<file path="config.mk">
export PLATFORM = sky130hd
export DESIGN_NAME = mps_source_select
export DESIGN_NICKNAME = d
export VERILOG_FILES = /design/src/logic/mps_pkg.sv /design/src/logic/mps_route_if.sv /design/src/logic/mps_route.sv /design/src/logic/mps_source_select.sv
export SDC_FILE = /design/constraint.sdc
export NUM_CORES = 1
export LEC_CHECK = 0
export BUFFER_PORTS_ARGS = -buffer_cell sky130_fd_sc_hd__buf_4
export CAP_MARGIN = 5
export CORE_MARGIN = 4
export CORE_UTILIZATION = 35
export CTS_CLUSTER_DIAMETER = 100
export DETAILED_ROUTE_END_ITERATION = 12
export PLACE_DENSITY = 0.8
export RECOVER_POWER = 50
export SLEW_MARGIN = 20
export SYNTH_ARGS = -nofsm -noshare
export SYNTH_HDL_FRONTEND = slang
export SYNTH_SLANG_ARGS = --single-unit
</file>
<file path="constraint.sdc">
create_clock -name CLOCK -period 1.7 [get_ports CLOCK]
set_input_delay 0.34 -clock CLOCK [delete_from_list [all_inputs] [get_ports CLOCK]]
set_output_delay 0.34 -clock CLOCK [all_outputs]
set_load 0.1 [all_outputs]
</file>
<file path="src/logic/mps_pkg.sv">
// Constants shared by the PHY source selection block.
package mps_pkg;

    // Register port widths.
    localparam int MPS_ADDR_W = 8;
    localparam int MPS_DATA_W = 32;

    // Byte offset of the hardware configuration register.
    localparam logic [7:0] MPS_CONFIG_OFFSET = 8'h74;

    // Field positions inside the hardware configuration register.
    localparam int MPS_CLK_SEL_MSB = 6;
    localparam int MPS_CLK_SEL_LSB = 5;
    localparam int MPS_MGMT_SEL_BIT = 4;
    localparam int MPS_PRESENT_BIT = 3;
    localparam int MPS_PORT_EN_BIT = 2;
    localparam int MPS_USED_MSB = 6;

    // Reset values of the register fields, including the strap-loaded presence bit.
    localparam logic [1:0] MPS_CLK_SEL_RST = 2'h0;
    localparam logic MPS_MGMT_SEL_RST = 1'h0;
    localparam logic MPS_PORT_EN_RST = 1'h0;
    localparam logic MPS_PRESENT_RST = 1'h0;

    // Clock source encodings.
    localparam logic [1:0] MPS_CLK_INT_A = 2'h0;
    localparam logic [1:0] MPS_CLK_EXT = 2'h1;
    localparam logic [1:0] MPS_CLK_OFF = 2'h2;
    localparam logic [1:0] MPS_CLK_INT_B = 2'h3;

    // MII bundle widths: receive is {rxd, rx_dv, rx_er, crs, col}, transmit is {txd, tx_en, tx_er}.
    localparam int MPS_NIB_W = 4;
    localparam int MPS_RX_W = 8;
    localparam int MPS_TX_W = 6;

    // Strap capture sequence.
    typedef enum logic {
        MPS_STRAP_WAIT,
        MPS_STRAP_HELD
    } mps_strap_type;

endpackage

</file>
<file path="src/logic/mps_route_if.sv">
// Selection fields passed from the register file to the routing logic.
`timescale 1ns/1ps
interface mps_route_if;
    logic [1:0] mii_clock_source_select;
    logic management_port_target_select;
    logic outboard_mii_port_enable;

    modport ctrl (
        output mii_clock_source_select,
        output management_port_target_select,
        output outboard_mii_port_enable
    );
    modport route (
        input mii_clock_source_select,
        input management_port_target_select,
        input outboard_mii_port_enable
    );
endinterface

</file>
<file path="src/logic/mps_route.sv">
// Combinational routing of MII data, clocks and management lines.
`timescale 1ns/1ps
module mps_route (
    // Selection fields.
    mps_route_if.route cfg,
    // MAC side.
    input wire logic [mps_pkg::MPS_TX_W-1:0] mac_tx,
    input wire logic mac_mdc,
    input wire logic mac_mdio_o,
    input wire logic mac_mdio_oe,
    output logic [mps_pkg::MPS_RX_W-1:0] mac_rx_nxt,
    output logic mac_rx_clk_nxt,
    output logic mac_tx_clk_nxt,
    output logic mac_mdio_i_nxt,
    // Internal PHY side.
    input wire logic [mps_pkg::MPS_RX_W-1:0] int_rx,
    input wire logic int_rx_clk,
    input wire logic int_tx_clk,
    input wire logic int_mdio_i,
    output logic [mps_pkg::MPS_TX_W-1:0] int_tx_nxt,
    output logic int_mdc_nxt,
    output logic int_mdio_o_nxt,
    output logic int_mdio_oe_nxt,
    // External MII port side.
    input wire logic [mps_pkg::MPS_RX_W-1:0] ext_rx,
    input wire logic ext_rx_clk,
    input wire logic ext_tx_clk,
    input wire logic ext_mdio_i,
    output logic [mps_pkg::MPS_TX_W-1:0] ext_tx_nxt,
    output logic ext_mdc_nxt,
    output logic ext_mdio_o_nxt,
    output logic ext_mdio_oe_nxt
);
    import mps_pkg::*;

    wire logic port_ext;
    wire logic mgmt_ext;
    wire logic clk_from_int;
    wire logic clk_from_ext;

    // external port enable steers only the data bundles.
    assign port_ext = cfg.outboard_mii_port_enable;
    // disabled port sees zeros while the internal PHY is connected.
    assign mac_rx_nxt = port_ext ? ext_rx : int_rx;
    assign int_tx_nxt = port_ext ? '0 : mac_tx;
    assign ext_tx_nxt = port_ext ? mac_tx : '0;

    // two codes pick the internal PHY, one the port, one stops clocks.
    assign clk_from_int = (cfg.mii_clock_source_select == MPS_CLK_INT_A) ||
                          (cfg.mii_clock_source_select == MPS_CLK_INT_B);
    assign clk_from_ext = (cfg.mii_clock_source_select == MPS_CLK_EXT);
    // clock source field routes only receive and transmit clocks.
    assign mac_rx_clk_nxt = clk_from_int ? int_rx_clk : (clk_from_ext & ext_rx_clk);
    assign mac_tx_clk_nxt = clk_from_int ? int_tx_clk : (clk_from_ext & ext_tx_clk);

    // management target stands alone and moves only MDC and MDIO.
    assign mgmt_ext = cfg.management_port_target_select;
    // internal lines driven low while the port is the target.
    assign int_mdc_nxt = mgmt_ext ? 1'b0 : mac_mdc;
    assign int_mdio_o_nxt = mgmt_ext ? 1'b0 : mac_mdio_o;
    assign int_mdio_oe_nxt = mgmt_ext ? 1'b1 : mac_mdio_oe;
    // external data released and clock held low otherwise.
    assign ext_mdc_nxt = mgmt_ext ? mac_mdc : 1'b0;
    assign ext_mdio_o_nxt = mgmt_ext ? mac_mdio_o : 1'b0;
    assign ext_mdio_oe_nxt = mgmt_ext ? mac_mdio_oe : 1'b0;
    // returning data comes from the chosen target.
    assign mac_mdio_i_nxt = mgmt_ext ? ext_mdio_i : int_mdio_i;

endmodule

</file>
<file path="src/logic/mps_source_select.sv">
// Hardware configuration register and MII source selection top level.
//
// Added by the designer: the strobed register port and the address map.
`timescale 1ns/1ps
module mps_source_select (
    // Clock and reset.
    input wire logic CLOCK,
    input wire logic RESET_N,
    // Register port.
    input wire logic [mps_pkg::MPS_ADDR_W-1:0] REG_ADDR,
    input wire logic [mps_pkg::MPS_DATA_W-1:0] REG_WDATA,
    input wire logic REG_WR,
    input wire logic REG_RD,
    output logic [mps_pkg::MPS_DATA_W-1:0] REG_RDATA,
    // MAC side.
    input wire logic [mps_pkg::MPS_NIB_W-1:0] MAC_TXD,
    input wire logic MAC_TX_EN,
    input wire logic MAC_TX_ER,
    output logic [mps_pkg::MPS_NIB_W-1:0] MAC_RXD,
    output logic MAC_RX_DV,
    output logic MAC_RX_ER,
    output logic MAC_CRS,
    output logic MAC_COL,
    output logic MAC_RX_CLK,
    output logic MAC_TX_CLK,
    input wire logic MAC_MDC,
    input wire logic MAC_MDIO_O,
    input wire logic MAC_MDIO_OE,
    output logic MAC_MDIO_I,
    // Internal PHY side.
    output logic [mps_pkg::MPS_NIB_W-1:0] INT_TXD,
    output logic INT_TX_EN,
    output logic INT_TX_ER,
    input wire logic [mps_pkg::MPS_NIB_W-1:0] INT_RXD,
    input wire logic INT_RX_DV,
    input wire logic INT_RX_ER,
    input wire logic INT_CRS,
    input wire logic INT_COL,
    input wire logic INT_RX_CLK,
    input wire logic INT_TX_CLK,
    output logic INT_MDC,
    output logic INT_MDIO_O,
    output logic INT_MDIO_OE,
    input wire logic INT_MDIO_I,
    // External MII port side.
    output logic [mps_pkg::MPS_NIB_W-1:0] EXT_TXD,
    output logic EXT_TX_EN,
    output logic EXT_TX_ER,
    input wire logic [mps_pkg::MPS_NIB_W-1:0] EXT_RXD,
    input wire logic EXT_RX_DV,
    input wire logic EXT_RX_ER,
    input wire logic EXT_CRS,
    input wire logic EXT_COL,
    input wire logic EXT_RX_CLK,
    input wire logic EXT_TX_CLK,
    output logic EXT_MDC,
    output logic EXT_MDIO_O,
    output logic EXT_MDIO_OE,
    input wire logic EXT_MDIO_I
);
    import mps_pkg::*;

    // Register fields and strap state.
    logic [1:0] clk_sel_r;
    logic mgmt_sel_r;
    logic port_en_r;
    logic present_r;
    logic present_nxt;
    mps_strap_type strap_r;
    mps_strap_type strap_nxt;
    logic [MPS_DATA_W-1:0] rdata_r;

    // Routed values and their output registers.
    logic [MPS_RX_W-1:0] mac_rx_nxt;
    logic [MPS_RX_W-1:0] mac_rx_r;
    logic mac_rx_clk_nxt;
    logic mac_tx_clk_nxt;
    logic mac_mdio_i_nxt;
    logic [MPS_TX_W-1:0] int_tx_nxt;
    logic [MPS_TX_W-1:0] int_tx_r;
    logic [MPS_TX_W-1:0] ext_tx_nxt;
    logic [MPS_TX_W-1:0] ext_tx_r;
    logic int_mdc_nxt;
    logic int_mdio_o_nxt;
    logic int_mdio_oe_nxt;
    logic ext_mdc_nxt;
    logic ext_mdio_o_nxt;
    logic ext_mdio_oe_nxt;

    wire logic hit;
    wire logic wr_hit;
    wire logic rd_hit;
    wire logic [MPS_DATA_W-1:0] reg_view;
    wire logic [MPS_DATA_W-1:0] rdata_nxt;

    mps_route_if sel_if ();

    assign sel_if.mii_clock_source_select = clk_sel_r;
    assign sel_if.management_port_target_select = mgmt_sel_r;
    assign sel_if.outboard_mii_port_enable = port_en_r;

    // Address decode for the single mapped register.
    assign hit = (REG_ADDR == MPS_CONFIG_OFFSET);
    assign wr_hit = REG_WR && hit;
    assign rd_hit = REG_RD && hit;

    // bits above the used fields and unused low bits read zero.
    assign reg_view = {{(MPS_DATA_W-MPS_USED_MSB-1){1'b0}}, clk_sel_r, mgmt_sel_r,
                       present_r, port_en_r, 2'h0};
    // Unmapped reads and idle cycles return zero.
    assign rdata_nxt = rd_hit ? reg_view : '0;

    // writable fields load from a register write; reserved bits dropped.
    always_ff @(posedge CLOCK or negedge RESET_N) begin
        if (!RESET_N) begin
            clk_sel_r <= MPS_CLK_SEL_RST;
            mgmt_sel_r <= MPS_MGMT_SEL_RST;
            port_en_r <= MPS_PORT_EN_RST;
        end else if (wr_hit) begin
            clk_sel_r <= REG_WDATA[MPS_CLK_SEL_MSB:MPS_CLK_SEL_LSB];
            mgmt_sel_r <= REG_WDATA[MPS_MGMT_SEL_BIT];
            port_en_r <= REG_WDATA[MPS_PORT_EN_BIT];
        end
    end

    // the strap is caught on the first edge after reset release.
    always_comb begin
        strap_nxt = strap_r;
        present_nxt = present_r;
        case (strap_r)
            MPS_STRAP_WAIT: begin
                present_nxt = EXT_MDIO_I;
                strap_nxt = MPS_STRAP_HELD;
            end
            MPS_STRAP_HELD: begin
                strap_nxt = MPS_STRAP_HELD;
            end
            default: begin
                strap_nxt = MPS_STRAP_WAIT;
            end
        endcase
    end

    // the latched strap feeds only the read view.
    always_ff @(posedge CLOCK or negedge RESET_N) begin
        if (!RESET_N) begin
            strap_r <= MPS_STRAP_WAIT;
            present_r <= MPS_PRESENT_RST;
        end else begin
            strap_r <= strap_nxt;
            present_r <= present_nxt;
        end
    end

    always_ff @(posedge CLOCK or negedge RESET_N) begin
        if (!RESET_N) begin
            rdata_r <= '0;
        end else begin
            rdata_r <= rdata_nxt;
        end
    end

    mps_route u_route (
        .cfg(sel_if.route),
        .mac_tx({MAC_TXD, MAC_TX_EN, MAC_TX_ER}),
        .mac_mdc(MAC_MDC),
        .mac_mdio_o(MAC_MDIO_O),
        .mac_mdio_oe(MAC_MDIO_OE),
        .mac_rx_nxt(mac_rx_nxt),
        .mac_rx_clk_nxt(mac_rx_clk_nxt),
        .mac_tx_clk_nxt(mac_tx_clk_nxt),
        .mac_mdio_i_nxt(mac_mdio_i_nxt),
        .int_rx({INT_RXD, INT_RX_DV, INT_RX_ER, INT_CRS, INT_COL}),
        .int_rx_clk(INT_RX_CLK),
        .int_tx_clk(INT_TX_CLK),
        .int_mdio_i(INT_MDIO_I),
        .int_tx_nxt(int_tx_nxt),
        .int_mdc_nxt(int_mdc_nxt),
        .int_mdio_o_nxt(int_mdio_o_nxt),
        .int_mdio_oe_nxt(int_mdio_oe_nxt),
        .ext_rx({EXT_RXD, EXT_RX_DV, EXT_RX_ER, EXT_CRS, EXT_COL}),
        .ext_rx_clk(EXT_RX_CLK),
        .ext_tx_clk(EXT_TX_CLK),
        .ext_mdio_i(EXT_MDIO_I),
        .ext_tx_nxt(ext_tx_nxt),
        .ext_mdc_nxt(ext_mdc_nxt),
        .ext_mdio_o_nxt(ext_mdio_o_nxt),
        .ext_mdio_oe_nxt(ext_mdio_oe_nxt)
    );

    // Every routed signal passes one output flip-flop; reset idles all lines.
    always_ff @(posedge CLOCK or negedge RESET_N) begin
        if (!RESET_N) begin
            mac_rx_r <= '0;
            MAC_RX_CLK <= 1'b0;
            MAC_TX_CLK <= 1'b0;
            MAC_MDIO_I <= 1'b0;
            int_tx_r <= '0;
            INT_MDC <= 1'b0;
            INT_MDIO_O <= 1'b0;
            INT_MDIO_OE <= 1'b0;
            ext_tx_r <= '0;
            EXT_MDC <= 1'b0;
            EXT_MDIO_O <= 1'b0;
            EXT_MDIO_OE <= 1'b0;
        end else begin
            mac_rx_r <= mac_rx_nxt;
            MAC_RX_CLK <= mac_rx_clk_nxt;
            MAC_TX_CLK <= mac_tx_clk_nxt;
            MAC_MDIO_I <= mac_mdio_i_nxt;
            int_tx_r <= int_tx_nxt;
            INT_MDC <= int_mdc_nxt;
            INT_MDIO_O <= int_mdio_o_nxt;
            INT_MDIO_OE <= int_mdio_oe_nxt;
            ext_tx_r <= ext_tx_nxt;
            EXT_MDC <= ext_mdc_nxt;
            EXT_MDIO_O <= ext_mdio_o_nxt;
            EXT_MDIO_OE <= ext_mdio_oe_nxt;
        end
    end

    assign REG_RDATA = rdata_r;
    assign {MAC_RXD, MAC_RX_DV, MAC_RX_ER, MAC_CRS, MAC_COL} = mac_rx_r;
    assign {INT_TXD, INT_TX_EN, INT_TX_ER} = int_tx_r;
    assign {EXT_TXD, EXT_TX_EN, EXT_TX_ER} = ext_tx_r;

    // Checks start on the second edge after release, once outputs have left their reset values.
    logic live_r;

    always_ff @(posedge CLOCK or negedge RESET_N) begin
        if (!RESET_N) begin
            live_r <= 1'b0;
        end else begin
            live_r <= 1'b1;
        end
    end
endmodule

</file>
==> out/qor.csv <==
stage;metric;value;unit
status;status;finished, final reports clean;
final_layout;most frequent cells in the layout;buf_4 (78), dfrtp_1 (40), conb_1 (28);
cts;clk buf depth;2;
final_layout;commonest non-fill, non-tap cell in the layout;buf_4;
cts;Max H-tree Level;2;
cts;clk_lat worst skew;0.28;ns
cts;CTS tree;yes;
global_route;first-pass GRT wire length;5237;um
final_layout;fill count;383;
final_layout;Area Growth Syn to Fin;39.69;%
power_and_ir_drop;LEAKAGE;1.202;nW
route;average wire per standard cell;12.46;um
critical_path;Critical Path Source Type;flip-flop;
final_layout;layout cell share with drive strength beyond 1;0.4829;
cts;setup bufs post-CTS;0;
logic_synthesis;Gate Count Post-Synth;120;
timing;Slew Viols, Final;0;
timing;Max Freq;766.2;MHz
die;core area;4414;sq um
logic_synthesis;FF+latch count, synth;40;
critical_path;CP max-delay cell;dfrtp_1;
timing;Final WS setup;0.3948;ns
critical_path;crit path DAT;1.48;ns
die;Ports;136;
route;Routed Antenna Nets;0;
timing;Final period util;0.7677;
critical_path;critical path buffer and inverter count;0;
global_route;All-Layer GR Usage;0.1166;
place;dpl cells;249;
logic_synthesis;synthesized area;1614;sq um
logic_synthesis;sequential fraction of the synthesis area;0.6202;
critical_path;Worst EP required;1.87;ns
die;row count;24;
cts;TritonCTS buffer count;5;
final_layout;post-route cell area;2255;sq um
place;GPL Wtd Cong;0.7098;
cts;cts repair resizes;0;
global_route;vias in the first global route;1073;
logic_synthesis;Yosys warning count;0;
global_route;initial antenna violation count;0;
timing;minimum clock period;1.305;ns
route;initial drt markers;29;
cts;clk slew on worst S/H paths;0.07;ns
cts;# hold bufs at CTS;0;
final_layout;fin nets;280;
timing;setup violators final;0;
critical_path;critical-path cell list;mux2_2;
die;die area;5762;sq um
critical_path;crit path kind;flip-flop to flip-flop;
final_layout;# diodes;0;
power_and_ir_drop;power density over cell area;1083;nW/um^2
logic_synthesis;Cell variety after synth;18;
timing;final hold violations;0;
die;Die Height;75.91;um
final_layout;non-filler cells, final;257;
critical_path;crit-path max FO;22;
critical_path;Critical Path End Type;flip-flop;
route;DRC viols;0;
timing;minimum hold slack;0.2123;ns
place;pre-CTS WS;0.3139;ns
timing;Worst Tran Pin Value;0.9988;ns
worst_hold_path;hold crit path type;primary input to asynchronous set/reset pin;
timing;RSZ-0062 raised after global routing;no;
die;initial core utilization;0.3656;
global_route;largest net degree at the start of global routing;41;
die;Die Width;75.91;um
timing;final setup TNS;0;ns
power_and_ir_drop;worst vdd ir;375.9;uV
route;vias;1053;
place;I/O Buffers;80;
route;final wirelength;3203;um
global_route;GR Overflow Total;0;
timing;worst clock skew;0.004752;ns
run;max-cap violation count;0;
critical_path;crit-path leading delay family;flip-flops;
route;vias per inst;4.097;
cts;clk root buf;clkbuf_8;
place;placed cell area;2166;sq um
timing;relative slew slack;0.3341;
route;DR pass1 iterations;4;
logic_synthesis;Mean Syn Cell Area;13.45;sq um
critical_path;Max stage delay on crit path;0.78;ns
cts;# clock sinks;40;
-- synthesized netlist by cell type --
| master | number | area (sq um) |
|---|---|---|
| and2_1 | 14 | 87.58 |
| and3_2 | 1 | 7.510 |
| and4b_1 | 1 | 10.01 |
| buf_2 | 1 | 5.000 |
| buf_4 | 27 | 202.7 |
| clkbuf_1 | 1 | 3.750 |
| conb_1 | 2 | 7.510 |
| dfrtp_1 | 40 | 1001 |
| ha_1 | 1 | 12.51 |
| inv_1 | 1 | 3.750 |
| mux2_1 | 4 | 45.04 |
| mux2_2 | 10 | 112.6 |
| nand2_1 | 4 | 15.01 |
| nand3_2 | 1 | 10.01 |
| nor2b_1 | 8 | 50.05 |
| nor4b_4 | 1 | 23.77 |
| o21ai_0 | 2 | 10.01 |
| or2_2 | 1 | 6.260 |
-- final cells by class --
| cell class | instances | area (sq um) | area share |
|---|---|---|---|
| Clock inverter | 2 | 35.03 | 0.01554 |
| Sequential cell | 40 | 1001 | 0.4440 |
| Inverter | 1 | 3.754 | 0.001665 |
| Timing Repair Buffer | 80 | 598.1 | 0.2653 |
| Tap cell | 52 | 65.06 | 0.02886 |
| Clock buffer | 6 | 72.57 | 0.03219 |
| Multi-Input combinational cell | 76 | 479.2 | 0.2125 |
-- metrics by stage --
step	power, W	util
finish	0.002442	0.5108
global route	0.002537	0.5108
CTS	0.002479	0.5150
detailed placement	0.001734	0.4906
global placement	0.001726	0.4906
floorplan	0.001614	-
-- flip-flops by register name, summed over array words and instances (netlist names) --
signal	cells
MAC_RX_CLK	1
REG_RDATA	5
mgmt_sel_r	1
port_en_r	1
EXT_MDIO_O	1
INT_MDIO_OE	1
EXT_MDIO_OE	1
present_r	1
int_tx_r	6
MAC_MDIO_I	1
clk_sel_r	2
strap_r	1
ext_tx_r	6
MAC_TX_CLK	1
EXT_MDC	1
INT_MDC	1
mac_rx_r	8
INT_MDIO_O	1
-- cells by family (layout without fill, tap and decap cells) --
family	after synthesis	in the layout	synth area share
buffers and inverters	30	89	0.1333
and+or+nand+nor	31	31	0.1302
DFF	40	40	0.6202
adders and majority gates	1	1	0.007751
muxes	14	14	0.09767
AOI/OAI and AO/OA	2	2	0.006202
other	2	28	0.004653
-- per-layer routing --
metal / routed length [um] / GRT usage / up-vias
li1: - / - / 493
met1: 1224 / 0.1334 / 470
met2: 1470 / 0.1807 / 84
met3: 452 / 0.06280 / 6
met4: 55 / 0.04804 / 0
met5: 0 / 0 / -
-- power breakdown --
group / leakage (nW) / switching, W / internal (W)
clock network: 0.0552 / 0.000300 / 0.000435
logic: 0.640 / 0.000558 / 0.000138
registers: 0.507 / 0.0000212 / 0.000990
-- final timing paths --
check / from / end / slack [ns] / cells past startpoint
max reg2reg: port_en_r$_DFFE_PN0P_ / mac_rx_r[4]$_DFF_PN0_ / 0.39 / 1
max in group asynchronous: RESET_N / MAC_MDIO_I$_DFF_PN0_ / 0.88 / 1
max: port_en_r$_DFFE_PN0P_ / mac_rx_r[4]$_DFF_PN0_ / 0.39 / 1
min: RESET_N / int_tx_r[5]$_DFF_PN0_ / 0.21 / 1
min reg2reg: present_r$_DFFE_PN0N_ / REG_RDATA[3]$_DFF_PN0_ / 0.49 / 1
min in group CLOCK: MAC_MDIO_OE / INT_MDIO_OE$_DFF_PN0_ / 0.25 / 2
Power figures use the tool's default switching activity.
